## config.mk

```make
export PLATFORM = sky130hd
export DESIGN_NAME = ssr_top
export DESIGN_NICKNAME = d
export VERILOG_FILES = /design/src/ssr_pkg.sv /design/src/ssr_top.sv
export VERILOG_INCLUDE_DIRS = /design/src /design/src/src
export SDC_FILE = /design/constraint.sdc
export NUM_CORES = 1
export LEC_CHECK = 0
export BUFFER_PORTS_ARGS = -buffer_cell sky130_fd_sc_hd__buf_2
export CORE_ASPECT_RATIO = 1.5
export CORE_MARGIN = 3
export CORE_UTILIZATION = 60
export DETAILED_ROUTE_END_ITERATION = 6
export PLACE_DENSITY = 0.81
export SLEW_MARGIN = 10
export SYNTH_ARGS = -nofsm -noshare
export SYNTH_HDL_FRONTEND = slang
export SYNTH_SLANG_ARGS = --single-unit
```

## constraint.sdc

```tcl
create_clock -name core_clk -period 2.5 [get_ports core_clk]
set_input_delay 0.625 -clock core_clk [delete_from_list [all_inputs] [get_ports core_clk]]
set_output_delay 0.625 -clock core_clk [all_outputs]
set_load 0.05 [all_outputs]
```

## src/ssr_cfg.svh

```systemverilog
`ifndef SSR_CFG_SVH
`define SSR_CFG_SVH
// ****************************************
// Register map (word index on the plain port)
// ****************************************
`define SSR_AW 3
`define SSR_OFS_RXSC 3'h0
`define SSR_OFS_RXD 3'h1
`define SSR_OFS_TXSC 3'h2
`define SSR_OFS_BAUD 3'h3
`define SSR_OFS_DIVH 3'h4
`define SSR_OFS_DIVL 3'h5
`define SSR_OFS_TXD 3'h6
`define SSR_OFS_IRQ 3'h7
// ****************************************
// Field positions
// ****************************************
`define SSR_B_SERIAL_PORT_ENABLE 7
`define SSR_B_RX9 6
`define SSR_B_SINGLE_WORD_RECEIVE_ENABLE 5
`define SSR_B_CONTINUOUS_RECEIVE_ENABLE 4
`define SSR_B_FRAMING_ERROR_FLAG 2
`define SSR_B_OVERRUN_ERROR_FLAG 1
`define SSR_B_RECEIVED_NINTH_BIT 0
`define SSR_B_CLOCK_SOURCE_MASTER 7
`define SSR_B_TX9 6
`define SSR_B_TRANSMIT_ENABLE 5
`define SSR_B_SYNC 4
`define SSR_B_TRMT 1
`define SSR_B_TRANSMIT_NINTH_BIT 0
`define SSR_B_CKP 4
`define SSR_B_DIVIDER_WIDTH_OPTION 3
`define SSR_B_RCF 0
`define SSR_B_TXF 1
`define SSR_B_RCIE 4
`define SSR_B_TXIE 5
// ****************************************
// Counts and reset values
// ****************************************
`define SSR_BITS8 4'h7
`define SSR_BITS9 4'h8
`define SSR_RST8 8'h00
`define SSR_RST16 16'h0000
`endif

```

## src/ssr_pkg.sv

```systemverilog
`include "ssr_cfg.svh"
package ssr_pkg;
   typedef logic [`SSR_AW-1:0] ssr_addr_t;
   typedef enum logic [1:0] {SSR_IDLE, SSR_RX, SSR_TX} ssr_fsm_t;
   typedef struct packed {
      logic ck_s1, ck_s2, ck_d, dt_s1, dt_s2;
      ssr_fsm_t fsm;
      logic serial_port_enable, rx9, single_word_receive_enable, continuous_receive_enable, overrun_error_flag, received_ninth_bit;
      logic [7:0] rxdata;
      logic rc_flag;
      logic clock_source_master, tx9, transmit_enable, sync, transmit_ninth_bit, clock_idle_polarity, divider_width_option;
      logic [7:0] div_hi, div_lo, txbuf;
      logic txbuf_full, tx9_buf, tsr_busy;
      logic [8:0] transmit_shift_register, receive_shift_register;
      logic rcie, txie;
      logic [15:0] brg_cnt;
      logic sck;
      logic [3:0] bitcnt;
      logic dt_out;
      logic [7:0] rdata;
   } ssr_state_t;
endpackage

```

## src/ssr_top.sv

```systemverilog
`timescale 1ns/1ps
// Behaviour
// - With clocked master mode on, setting either receive enable starts reception.
// - Incoming data is sampled on each falling shift-clock edge.
// - Single-word enable receives exactly one word, then stops.
// - Continuous enable keeps receiving words until software clears it or an overrun occurs.
// - Both enables set behaves as continuous reception.
// - Word complete sets receive flag; interrupt only when its enable is set.
// - Status shows ninth bit and overrun error; software reads it before data.
// - The lower received byte is presented in the receive data register.
// - Clearing continuous enable clears pending receive error.
// - Clearing master clock source selects slave mode with external shift clock.
// - Slave mode shifts data in or out during any low-power state.
// - Two queued slave words: first shifts out, second buffered, empty flag clear.
// - After first word, buffered word moves to shifter, then empty flag sets.
// - Empty flag with its enable set raises an interrupt that wakes the core.
// - In slave reception the single-word enable is ignored.
// - Continuous slave reception in low power still completes and transfers words.
// - Half duplex: transmit and receive never run at the same time.
// - Clock polarity bit selects high or low idle level of shift clock.
module ssr_top (
   // Clock and reset
   input wire logic core_clk,
   input wire logic reset,
   // Register port
   input wire ssr_pkg::ssr_addr_t addr,
   input wire logic [7:0] wdata,
   input wire logic wr,
   input wire logic rd,
   output logic [7:0] rdata,
   // Core state
   input wire logic low_power,
   // Shift clock pin
   input wire logic ck_in,
   output logic ck_out,
   output logic ck_oe_n,
   // Serial data pin
   input wire logic dt_in,
   output logic dt_out,
   output logic dt_oe_n,
   // Requests to the interrupt controller
   output logic rx_irq,
   output logic tx_irq
);
   import ssr_pkg::*;

   ssr_state_t q, d;

   // ****************************************
   // Edge detection and mode decode
   // ****************************************
   logic master, active, rx_want, sck_now, sck_prev, fall_ev, rise_ev;
   logic word_done, go_rx, load_tsr, brg_tick, rd_data, wr_rxsc;
   logic [3:0] nbits;
   logic [15:0] reload;
   logic [8:0] rsr_next;

   assign master = q.clock_source_master;
   assign active = q.serial_port_enable & q.sync;
   // Slave ignores the single-word enable
   assign rx_want = q.continuous_receive_enable | (q.single_word_receive_enable & master);
   assign nbits = q.rx9 ? `SSR_BITS9 : `SSR_BITS8;
   assign reload = q.divider_width_option ? {q.div_hi, q.div_lo} : {`SSR_RST8, q.div_lo};
   // Core clock halts in low power, so the master divider pauses too
   assign brg_tick = master & ~low_power & (q.brg_cnt == `SSR_RST16);
   // Slave clock comes through the synchroniser, polarity removed
   assign sck_now = master ? q.sck : (q.ck_s2 ^ q.clock_idle_polarity);
   assign sck_prev = q.ck_d ^ q.clock_idle_polarity;
   assign fall_ev = master ? (brg_tick & q.sck & q.fsm == SSR_RX)
                           : (sck_prev & ~sck_now);
   assign rise_ev = ~master & ~sck_prev & sck_now;
   assign rsr_next = {q.dt_s2, q.receive_shift_register[8:1]};
   assign word_done = (q.fsm == SSR_RX) & fall_ev & (q.bitcnt == nbits);
   assign go_rx = active & rx_want & ~q.overrun_error_flag & ~q.tsr_busy;
   assign load_tsr = active & ~master & q.transmit_enable & q.txbuf_full & ~q.tsr_busy
                     & ~rx_want & (q.fsm == SSR_IDLE);
   assign rd_data = rd & (addr == `SSR_OFS_RXD);
   assign wr_rxsc = wr & (addr == `SSR_OFS_RXSC);

   // ****************************************
   // Next-state logic
   // ****************************************
   always_comb begin
      d = q;
      d.ck_s1 = ck_in;
      d.ck_s2 = q.ck_s1;
      d.ck_d = q.ck_s2;
      d.dt_s1 = dt_in;
      d.dt_s2 = q.dt_s1;
      d.rdata = `SSR_RST8;

      // Divider runs only in the receive state, in slave mode as well as master
      if (brg_tick || q.fsm != SSR_RX) begin
         d.brg_cnt = reload;
      end else if (!low_power) begin
         d.brg_cnt = q.brg_cnt - 16'h0001;
      end

      unique case (q.fsm)
         SSR_IDLE: begin
            d.sck = 1'b0;
            d.bitcnt = 4'h0;
            if (go_rx) begin
               d.fsm = SSR_RX;
            end else if (load_tsr) begin
               d.fsm = SSR_TX;
               d.transmit_shift_register = {q.tx9_buf, q.txbuf};
               d.tsr_busy = 1'b1;
               d.txbuf_full = 1'b0;
               d.dt_out = q.txbuf[0];
            end
         end
         SSR_RX: begin
            if (master && brg_tick) begin
               d.sck = ~q.sck;
            end
            if (fall_ev) begin
               d.receive_shift_register = rsr_next;
               d.bitcnt = q.bitcnt + 4'h1;
            end
            if (word_done) begin
               d.bitcnt = 4'h0;
               if (q.rc_flag && !rd_data) begin
                  d.overrun_error_flag = 1'b1; // Unread word held, new one dropped
               end else begin
                  d.rc_flag = 1'b1;
                  d.rxdata = q.rx9 ? rsr_next[7:0] : rsr_next[8:1];
                  d.received_ninth_bit = q.rx9 & rsr_next[8];
               end
               if (!q.continuous_receive_enable) begin
                  d.single_word_receive_enable = 1'b0;
                  d.fsm = SSR_IDLE;
               end else if (q.rc_flag && !rd_data) begin
                  d.fsm = SSR_IDLE;
               end
            end else if (!active || !rx_want) begin
               d.fsm = SSR_IDLE;
               d.sck = 1'b0;
               d.bitcnt = 4'h0;
            end
         end
         SSR_TX: begin
            // Data changes on rising edges; the partner samples on falling ones
            if (rise_ev && q.bitcnt != 4'h0) begin
               d.dt_out = q.transmit_shift_register[1];
               d.transmit_shift_register = {1'b0, q.transmit_shift_register[8:1]};
            end
            if (fall_ev) begin
               d.bitcnt = q.bitcnt + 4'h1;
               if (q.bitcnt == (q.tx9 ? `SSR_BITS9 : `SSR_BITS8)) begin
                  d.bitcnt = 4'h0;
                  d.tsr_busy = 1'b0;
                  d.fsm = SSR_IDLE;
               end
            end
            if (!active || !q.transmit_enable || master) begin
               d.tsr_busy = 1'b0;
               d.bitcnt = 4'h0;
               d.fsm = SSR_IDLE;
            end
         end
      endcase

      // Register writes
      if (wr) begin
         unique case (addr)
            `SSR_OFS_RXSC: begin
               d.serial_port_enable = wdata[`SSR_B_SERIAL_PORT_ENABLE];
               d.rx9 = wdata[`SSR_B_RX9];
               d.single_word_receive_enable = wdata[`SSR_B_SINGLE_WORD_RECEIVE_ENABLE];
               d.continuous_receive_enable = wdata[`SSR_B_CONTINUOUS_RECEIVE_ENABLE];
               if (!wdata[`SSR_B_CONTINUOUS_RECEIVE_ENABLE]) begin
                  d.overrun_error_flag = 1'b0;
               end
            end
            `SSR_OFS_TXSC: begin
               d.clock_source_master = wdata[`SSR_B_CLOCK_SOURCE_MASTER];
               d.tx9 = wdata[`SSR_B_TX9];
               d.transmit_enable = wdata[`SSR_B_TRANSMIT_ENABLE];
               d.sync = wdata[`SSR_B_SYNC];
               d.transmit_ninth_bit = wdata[`SSR_B_TRANSMIT_NINTH_BIT];
            end
            `SSR_OFS_BAUD: begin
               d.clock_idle_polarity = wdata[`SSR_B_CKP];
               d.divider_width_option = wdata[`SSR_B_DIVIDER_WIDTH_OPTION];
            end
            `SSR_OFS_DIVH: d.div_hi = wdata;
            `SSR_OFS_DIVL: d.div_lo = wdata;
            `SSR_OFS_TXD: begin
               // A write into a full buffer overwrites the queued word
               d.txbuf = wdata;
               d.tx9_buf = q.transmit_ninth_bit;
               d.txbuf_full = 1'b1;
            end
            `SSR_OFS_IRQ: begin
               d.rcie = wdata[`SSR_B_RCIE];
               d.txie = wdata[`SSR_B_TXIE];
            end
            default: ;
         endcase
      end

      // A word landing in the same cycle as the read keeps the flag set
      if (rd_data && !(word_done && !q.overrun_error_flag)) begin
         d.rc_flag = 1'b0;
      end

      if (rd) begin
         unique case (addr)
            `SSR_OFS_RXSC: d.rdata = {q.serial_port_enable, q.rx9, q.single_word_receive_enable, q.continuous_receive_enable, 1'b0,
                                      1'b0, q.overrun_error_flag, q.received_ninth_bit};
            `SSR_OFS_RXD: d.rdata = q.rxdata;
            `SSR_OFS_TXSC: d.rdata = {q.clock_source_master, q.tx9, q.transmit_enable, q.sync, 1'b0,
                                      1'b0, ~q.tsr_busy, q.transmit_ninth_bit};
            `SSR_OFS_BAUD: d.rdata = {3'h0, q.clock_idle_polarity, q.divider_width_option, 3'h0};
            `SSR_OFS_DIVH: d.rdata = q.div_hi;
            `SSR_OFS_DIVL: d.rdata = q.div_lo;
            `SSR_OFS_TXD: d.rdata = q.txbuf;
            `SSR_OFS_IRQ: d.rdata = {2'h0, q.txie, q.rcie, 2'h0,
                                     ~q.txbuf_full, q.rc_flag};
            default: d.rdata = `SSR_RST8;
         endcase
      end

      if (!q.serial_port_enable) begin
         d.fsm = SSR_IDLE;
         d.tsr_busy = 1'b0;
         d.sck = 1'b0;
         d.bitcnt = 4'h0;
      end
   end

   // ****************************************
   // State register
   // ****************************************
   always_ff @(posedge core_clk) begin
      if (reset) begin
         q <= '0;
      end else begin
         q <= d;
      end
   end

   // ****************************************
   // Outputs
   // ****************************************
   assign rdata = q.rdata;
   // Idle level follows the polarity bit
   assign ck_out = q.sck ^ q.clock_idle_polarity;
   assign ck_oe_n = ~(active & master);
   assign dt_out = q.dt_out;
   assign dt_oe_n = ~((q.fsm == SSR_TX) & active & ~master);
   assign rx_irq = q.rc_flag & q.rcie;
   assign tx_irq = ~q.txbuf_full & q.txie;
endmodule // ssr_top

```

# After elaboration in Yosys (flattened, before gate mapping)
# Cells that the tools add are included.
# word_totals
input_bits,18
output_inout_bits,14
ff_bits,106
wordCells,197
# classes
add_sub_neg,2
bitwise_logic,45
n_eq_ne,22
reduce_logical,37
mux,55
# ops
operator,n
$pmux W8 S8,1
$mux W16,3
$mux W10,3
$mux W4,7
$and A1 B1 Y1,27
$mux W11,2
$mux W2,11
$pmux W10 S2,1
$mux W1,18
$reduce_and A2 Y1,9
$logic_not A16 Y1,1
$sub A16 B1 Y16 const B,1
$not A1 Y1,14
$eq A3 B3 Y1 const B,4
$pmux W4 S3,1
$reduce_and A5 Y1,2
$mux W9,1
$ne A3 B3 Y1 const B,3
$eq A4 B4 Y1,2
$mux W8,1
$ne A4 B3 Y1 const B,2
$eq A3 B2 Y1 const B,2
$logic_not A1 Y1,6
$mux W3,2
other kinds (21),37

# Longest topological paths before layout
# Gate-level depths: netlist (run 1).
# logic_depth
depth_word,13
mapped_depth,10
mapped_depth_nobuf,8

# Worst setup path before layout (run 1)
# OpenSTA, ideal clock, no wires.
# synth_timing
kind,input-to-reg
startpoint,input addr[1]
endpoint,register q (netlist bit master)
path_slack_ns,0.401
arrival_ns,1.971
path_stages,6
t_required_ns,2.372
setup_time_ns,0.128
n_path_buf,2
cell_sequence,clkbuf_1 buf_2 nand2_1 nor3_1 mux2i_1 nor2_1
# synth_via
elab_chain_len,2
# synth_rtl
item,line_no,source
start: declaration,ssr_top.sv:26,"input wire ssr_pkg::ssr_addr_t addr,"
$eq A3 B2 Y1,ssr_top.sv:166,unique case (addr)
$reduce_and A2 Y1 (no source line),--,
end signal: assignment,ssr_top.sv:238,q <= '0;
end signal: assignment,ssr_top.sv:240,q <= d;
end: declaration,ssr_top.sv:47,"ssr_state_t q, d;"
# No other way between the ends.
# A chain may end at the register's enable or synchronous reset.

# Final worst setup path (run 1)
# layout_timing
startpoint,register q[16] (netlist name)
endpoint,register q[90] (netlist name)
# layout_via
elab_chain_len,8
# layout_rtl
item,line_no,source
$logic_not A16 Y1 (no source line),--,
$and A1 B1 Y1,ssr_top.sv:65,assign brg_tick = master & ~low_power & (q.brg_cnt == `SSR_RST16);
$and A1 B1 Y1 (2 in series),ssr_top.sv:69,assign fall_ev = master ? (brg_tick & q.sck & q.fsm == SSR_RX)
$mux W1,ssr_top.sv:69,
$and A1 B1 Y1 (2 in series),ssr_top.sv:73,assign word_done = (q.fsm == SSR_RX) & fall_ev & (q.bitcnt == nbits);
$reduce_and A3 Y1 (no source line),--,
# No other way between the ends.

==> results.md, run 1 <==
- Worst Tran Pin Value: 0.586 ns
- Placed Area: 5330 um2
- Setup crit start kind: flop
- Post-route DRC violation count: 0
- Number of global-route vias before repair: 4276
- Post-synthesis compound-gate area fraction: 0.155
- Core ar.: 8160 um2
- Fin crit period: 2.31 ns
- Placed insts: 712
- Final setup viols: 0
- Synth Register Bits: 104
- Clk pwr share: 0.449
- Maximum vdd ir drop: 0.447 mV
- P&R area growth vs syn: 10.5%
- CTS sink count: 104
- Number of core rows: 40
- Tot GR Track Use: 0.278
- Post-cts sizing count: 0
- Combinational power share: 0.068
- Mean area per synthesized cell: 8.54 um2
- Port-buffer cells: 31
- Iter 0 DRT Violations: 369
- Synth Instances: 601
- Worst-case clock skew: 0.00579 ns
- Seq/Total Area, Yosys: 0.406
- Total number of yosys warnings: 0
- Commonest register cell after synthesis: dfxtp_1
- TritonCTS clock tree: built
- Top cells by count, synth: dfxtp_1, nand2_1, nor2_1, a21oi_1, mux2i_1
- Post-synthesis instance area: 5130 um2
- CTS H-tree lvls: 3
- Unique masters post-synth: 62
- Mux cell area share after synthesis: 0.109
- Final wirelength: 12700 um
- Worst Hold Class: reg2reg
- Combinational family with the most area after synthesis: simple AND/OR/NAND/NOR gates
- Slew Limit Fails: 0
- Placer Congestion: 0.968
- WP data required: 2.76 ns
- Fin area: 5670 um2
- Largest net degree at the start of global routing: 34
- Reg power frac: 0.483
- Async S/R FF share, synth: 0
- Post-synth top area cell: dfxtp_1
- Post-CTS Hold Buffers: 0
- Status: completed
- Via-to-Cell Ratio: 6.10
- Yosys top cell area share: 0.406
- 1st-pass router iterations: 5
- XOR/XNOR share of the synthesized area: 0.0239
- Kind of end point of the critical path: flop
- Nets: 644
- Share of layout cells above drive strength 1: 0.144
- Routed WL per cell: 17.4 um
- Adder-cell share of the synthesized area: 0.0171
- Post-route ant nets: 0
- Hold Fails Final Rpt: 0
- Top-count cell post-synth: dfxtp_1
- Chip height: 119 um
- Fmax: 0.433 GHz
- Die Footprint: 9720 um2
- Initial antenna violation count: 0
- Crit path DAT: 2.56 ns
- Global-route wire length before repair: 20900 um
- Chip width: 81.5 um
- Setup_tns: 0 ns
- Simple-gate share of the synthesized area: 0.236
- Grt ovf: 0
- P_leak: 2.13 nW
- Initial Util: 0.629
- Pint: 0.00274 W
- Root Buffer: clkbuf_16
- TritonCTS buffer count: 9
- P_sw: 0.000777 W
- Switching Share: 0.221
- Max_cap viols: 0
- Syn_nets: 626
- CP Class: reg2reg
- Antenna cells: 0
- Dpl hpwl: 9370 um
- Vias: 4438
- # Post-CTS Setup Buffers: 0
- Headroom to the max-slew limit: 0.608
- CTS Buffer Depth: 2
- Period utilization: 0.923
- RSZ-0062 raised after global routing: no
- Finished Layout Cells: 728
- Number of flops mapped to enable cells by yosys: 0
- Top cells by area, synth: dfxtp_1, mux2i_1, nand2_1, a21oi_1, nor2_1
- Skew-Pair Late Insertion Delay: 0.34 ns
- PwrDens: 620 nW/um2
- Max Fanout on Critical Path: 17
- Clk pin slew, worst setup/hold paths: 0.07 ns
- Io pins: 32
==> routing by layer <==
metal  up-vias  track usage  share of wire
met2       165        0.455           0.49
met5         -            0              0
met3        54       0.0514          0.062
li1       2136            -              -
met4         0        0.165          0.057
met1      2083        0.328           0.39
==> cell families (layout without fill, tap and decap cells) <==
kind of cell    after synthesis  count (layout)
simple gates                245             245
compound gates              120             120
flops                       104             104
buf+inv                      58              80
mux                          53              53
xor+xnor                     14              14
fa+ha+maj                     7               7
==> critical path, stage by stage, from the launching register on <==
cell and delay [ns]:
dfxtp_1 0.35, or4_1 0.73, nor2_8 0.20, a31o_4 0.23, and3_1 0.20, buf_4 0.22
nor2_1 0.07, a211oi_1 0.22
==> power by group through the flow <==
stage / Sequential (W) / Combinational, W / Clock, W
final: 0.00170 / 0.000239 / 0.00158
after global placement: 0.00173 / 0.000229 / 0
after global routing: 0.00170 / 0.000260 / 0.00166
after detailed placement: 0.00173 / 0.000235 / 0
after floorplan: 0.00173 / 0.000174 / 0
after CTS: 0.00170 / 0.000237 / 0.00159
==> cells in the final DEF, fill, tap and decap left out, types with 12 or more instances in the layout <==
master,count
mux2i_1,40
a211oi_1,20
inv_1,16
mux2_2,12
dfxtp_1,104
a21oi_1,54
nand2_1,85
nor2_1,69
buf_2,31
nand3_1,22
buf_4,18
==> flip-flops by register name (all words and copies together) (netlist names) <==
register,count
q,92
rdata,8
master,1
d,3
==> through the flow <==
| step | hold WS [ns] | power (W) | setup WS [ns] | utilization |
|---|---|---|---|---|
| after floorplan | 0.414 | 0.00190 | 0.401 | - |
| after global placement | 0.430 | 0.00196 | 0.267 | 0.654 |
| after detailed placement | 0.430 | 0.00197 | 0.198 | 0.654 |
| after CTS | 0.449 | 0.00352 | 0.161 | 0.694 |
| after global routing | 0.467 | 0.00361 | 0.00251 | 0.695 |
| final | 0.444 | 0.00351 | 0.192 | 0.695 |
==> final cells by class <==
type / count / area [um2]
clock buffer: 10 / 229
clock inverter: 5 / 104
fill: 652 / 2490
inverter: 16 / 60.1
multi-input combinational: 439 / 2780
sequential: 104 / 2080
tap: 105 / 131
timing repair buffer: 49 / 290
==> path summary, 6_finish.rpt <==
check | start | end | slack (ns) | cells past startpoint
setup / recovery | q[16] | q[90] | 0.19 | 7
setup reg to reg | q[16] | q[90] | 0.19 | 7
hold reg to reg | d[101] | q[101] | 0.44 | 1
hold / removal | d[101] | q[101] | 0.44 | 1
No activity file was read; power rests on OpenSTA's default activity.
==> run 2, diff against run 1 <==
- CORE_UTILIZATION: 60 -> 35
- PLACE_DENSITY: 0.81 -> 0.55
==> run 2 against run 1 <==
Register-to-register slack worse by 0.02 ns. Combinational power about the same. Clock-buffer cell count unchanged. Via count down 3.3%. Critical path type unchanged.
==> results.md, run 2 (same netlist as run 1, synthesis figures left out) <==
- Status: completed
- Commonest non-fill, non-tap cell in the layout: dfxtp_1
- Flop2flop setup slack: 0.17 ns (-0.02 ns)
- Number of global-route vias before repair: 4190 (-2.0%)
- PwrDens: 578 nW/um2 (-6.7%)
- Share of layout cells above drive strength 1: 0.146 (+0.00161)
- Skew-Pair Late Insertion Delay: 0.35 ns (about the same)
- R2r startpoint: q[100]
- Placer Congestion: 0.896 (-7.4%)
- CP startpoint: q[100]
- Final setup viols: 0 (unchanged)
- Post-route DRC violation count: 0 (unchanged)
- P&R area growth vs syn: 11.6%
- Setup_tns: 0 ns (unchanged)
- Root Buffer: clkbuf_16
- CTS sink count: 104 (unchanged)
- Nets: 643 (-0.16%)
- Pre-CTS setup slack: 0.181 ns (-0.0178 ns)
- Final-layout fill cell count: 1486 (+130%)
- Chip width: 105 um (+29%)
- Kind of end point of the critical path: flop
- Core ar.: 14200 um2 (+74%)
- Final wirelength: 13700 um (+7.9%)
- Largest Register: q
- Maximum vdd ir drop: 0.395 mV (-12%)
- Iter 0 DRT Violations: 292 (-21%)
- RSZ-0062 raised after global routing: no
- Grt ovf: 0 (unchanged)
- Dpl hpwl: 10500 um (+12%)
- R2R Path End: q[11]
- WP data required: 2.77 ns (about the same)
- Headroom to the max-slew limit: 0.605 (-0.00243)
- Post-route ant nets: 0 (unchanged)
- Via-to-Cell Ratio: 5.27 (-14%)
- Post-CTS Hold Buffers: 0 (unchanged)
- Period utilization: 0.930 (+0.00706)
- Max_cap viols: 0 (unchanged)
- Global-route wire length before repair: 22400 um (+7.0%)
- Max Fanout on Critical Path: 6 (-11)
- Chip height: 154 um (+29%)
- Worst Hold Class: reg2reg
- Slew Limit Fails: 0 (unchanged)
- Routed WL per cell: 16.8 um (-3.6%)
- CTS Buffer Depth: 2 (unchanged)
- Vias: 4292 (-3.3%)
- Setup slack after layout: 0.174 ns (-0.0177 ns)
- Crit path DAT: 2.60 ns (+0.04 ns)
- # Post-CTS Setup Buffers: 0 (unchanged)
- Number of core rows: 53 (+33%)
- Tot GR Track Use: 0.173 (-0.105)
- Worst setup path end: q[11]
- Number of flip-flops in the largest register: 92 (unchanged)
- Worst Tran Pin Value: 0.590 ns (+0.00363 ns)
- Worst-case clock skew: 0.0118 ns (+0.00606 ns)
- Most frequent cells in the layout: dfxtp_1, nand2_1, nor2_1, a21oi_1, mux2i_1
- Clk pin slew, worst setup/hold paths: 0.07 ns (about the same)
- Largest net degree at the start of global routing: 50 (+47%)
- Die Footprint: 16200 um2 (+66%)
- CP Class: reg2reg
- TritonCTS clock tree: built
- 1st-pass router iterations: 5 (unchanged)
- Io pins: 32 (unchanged)
- Port-buffer cells: 31 (unchanged)
- Hold Fails Final Rpt: 0 (unchanged)
- Initial Util: 0.362 (-0.267)
- Fin crit period: 2.33 ns (+0.0177 ns)
- Fmax: 0.430 GHz (-0.76%)
- Setup crit start kind: flop
- P_leak: 2.09 nW (-1.5%)
- Reg2Reg Depth: 8 (+1)
- TritonCTS buffer count: 9 (unchanged)
- Initial antenna violation count: 0 (unchanged)
- Antenna cells: 0 (unchanged)
- Post-cts sizing count: 0 (unchanged)
- CTS H-tree lvls: 3 (unchanged)
-- run 2: area by class of cell --
| cell class | count | area (um2) | share of cell area |
|---|---|---|---|
| multi-input combinational | 439 | 2780 | 0.484 |
| sequential | 104 | 2080 | 0.363 |
| timing repair buffer | 48 | 283 | 0.0494 |
| tap | 192 | 240 | 0.0419 |
| clock buffer | 10 | 239 | 0.0417 |
| inverter | 16 | 60.1 | 0.0105 |
| clock inverter | 6 | 50.0 | 0.00874 |
-- run 2: how the worst min path moves through the flow --
stage	startpoint	endpoint	slack [ns]	cells after the start
after global routing	d[101]	q[101]	0.47	1
after CTS	d[101]	q[101]	0.44	1
final	d[101]	q[101]	0.44	1
after global placement	d[101]	q[101]	0.42	1
after floorplan	d[104]	d[103]	0.41	1
after detailed placement	d[101]	q[101]	0.42	1
-- run 2: worst max-delay path, stage by stage, from the launching register on --
cell	delay (ns)
dfxtp_1	0.31
inv_1	0.10
ha_1	0.30
inv_1	0.19
or3_1	0.42
a21boi_0	0.16
a311oi_2	0.46
nand4b_1	0.14
a31oi_1	0.17
-- run 2: stage by stage --
| stage | std cells | hold slack, ns | utilization | power (W) | cell area, um2 |
|---|---|---|---|---|---|
| final | 815 | 0.437 | 0.404 | 0.00331 | 5730 |
| after detailed placement | 799 | 0.420 | 0.383 | 0.00197 | 5440 |
| after global placement | 799 | 0.425 | 0.383 | 0.00197 | 5440 |
| after global routing | 815 | 0.467 | 0.404 | 0.00343 | 5730 |
| after floorplan | 601 | 0.414 | - | 0.00190 | 5130 |
| after CTS | 815 | 0.437 | 0.404 | 0.00335 | 5730 |
-- run 2: metal layers --
metal / vias to the layer above / global-route usage / share of wire
li1: 2145 / - / -
met1: 2021 / 0.202 / 0.41
met2: 97 / 0.307 / 0.51
met3: 29 / 0.0259 / 0.036
met4: 0 / 0.0832 / 0.039
met5: - / 0 / 0
-- run 2: report_power, final --
part	internal, W	switching [W]
logic	0.0000838	0.000155
clock network	0.000714	0.000662
registers	0.00168	0.0000217
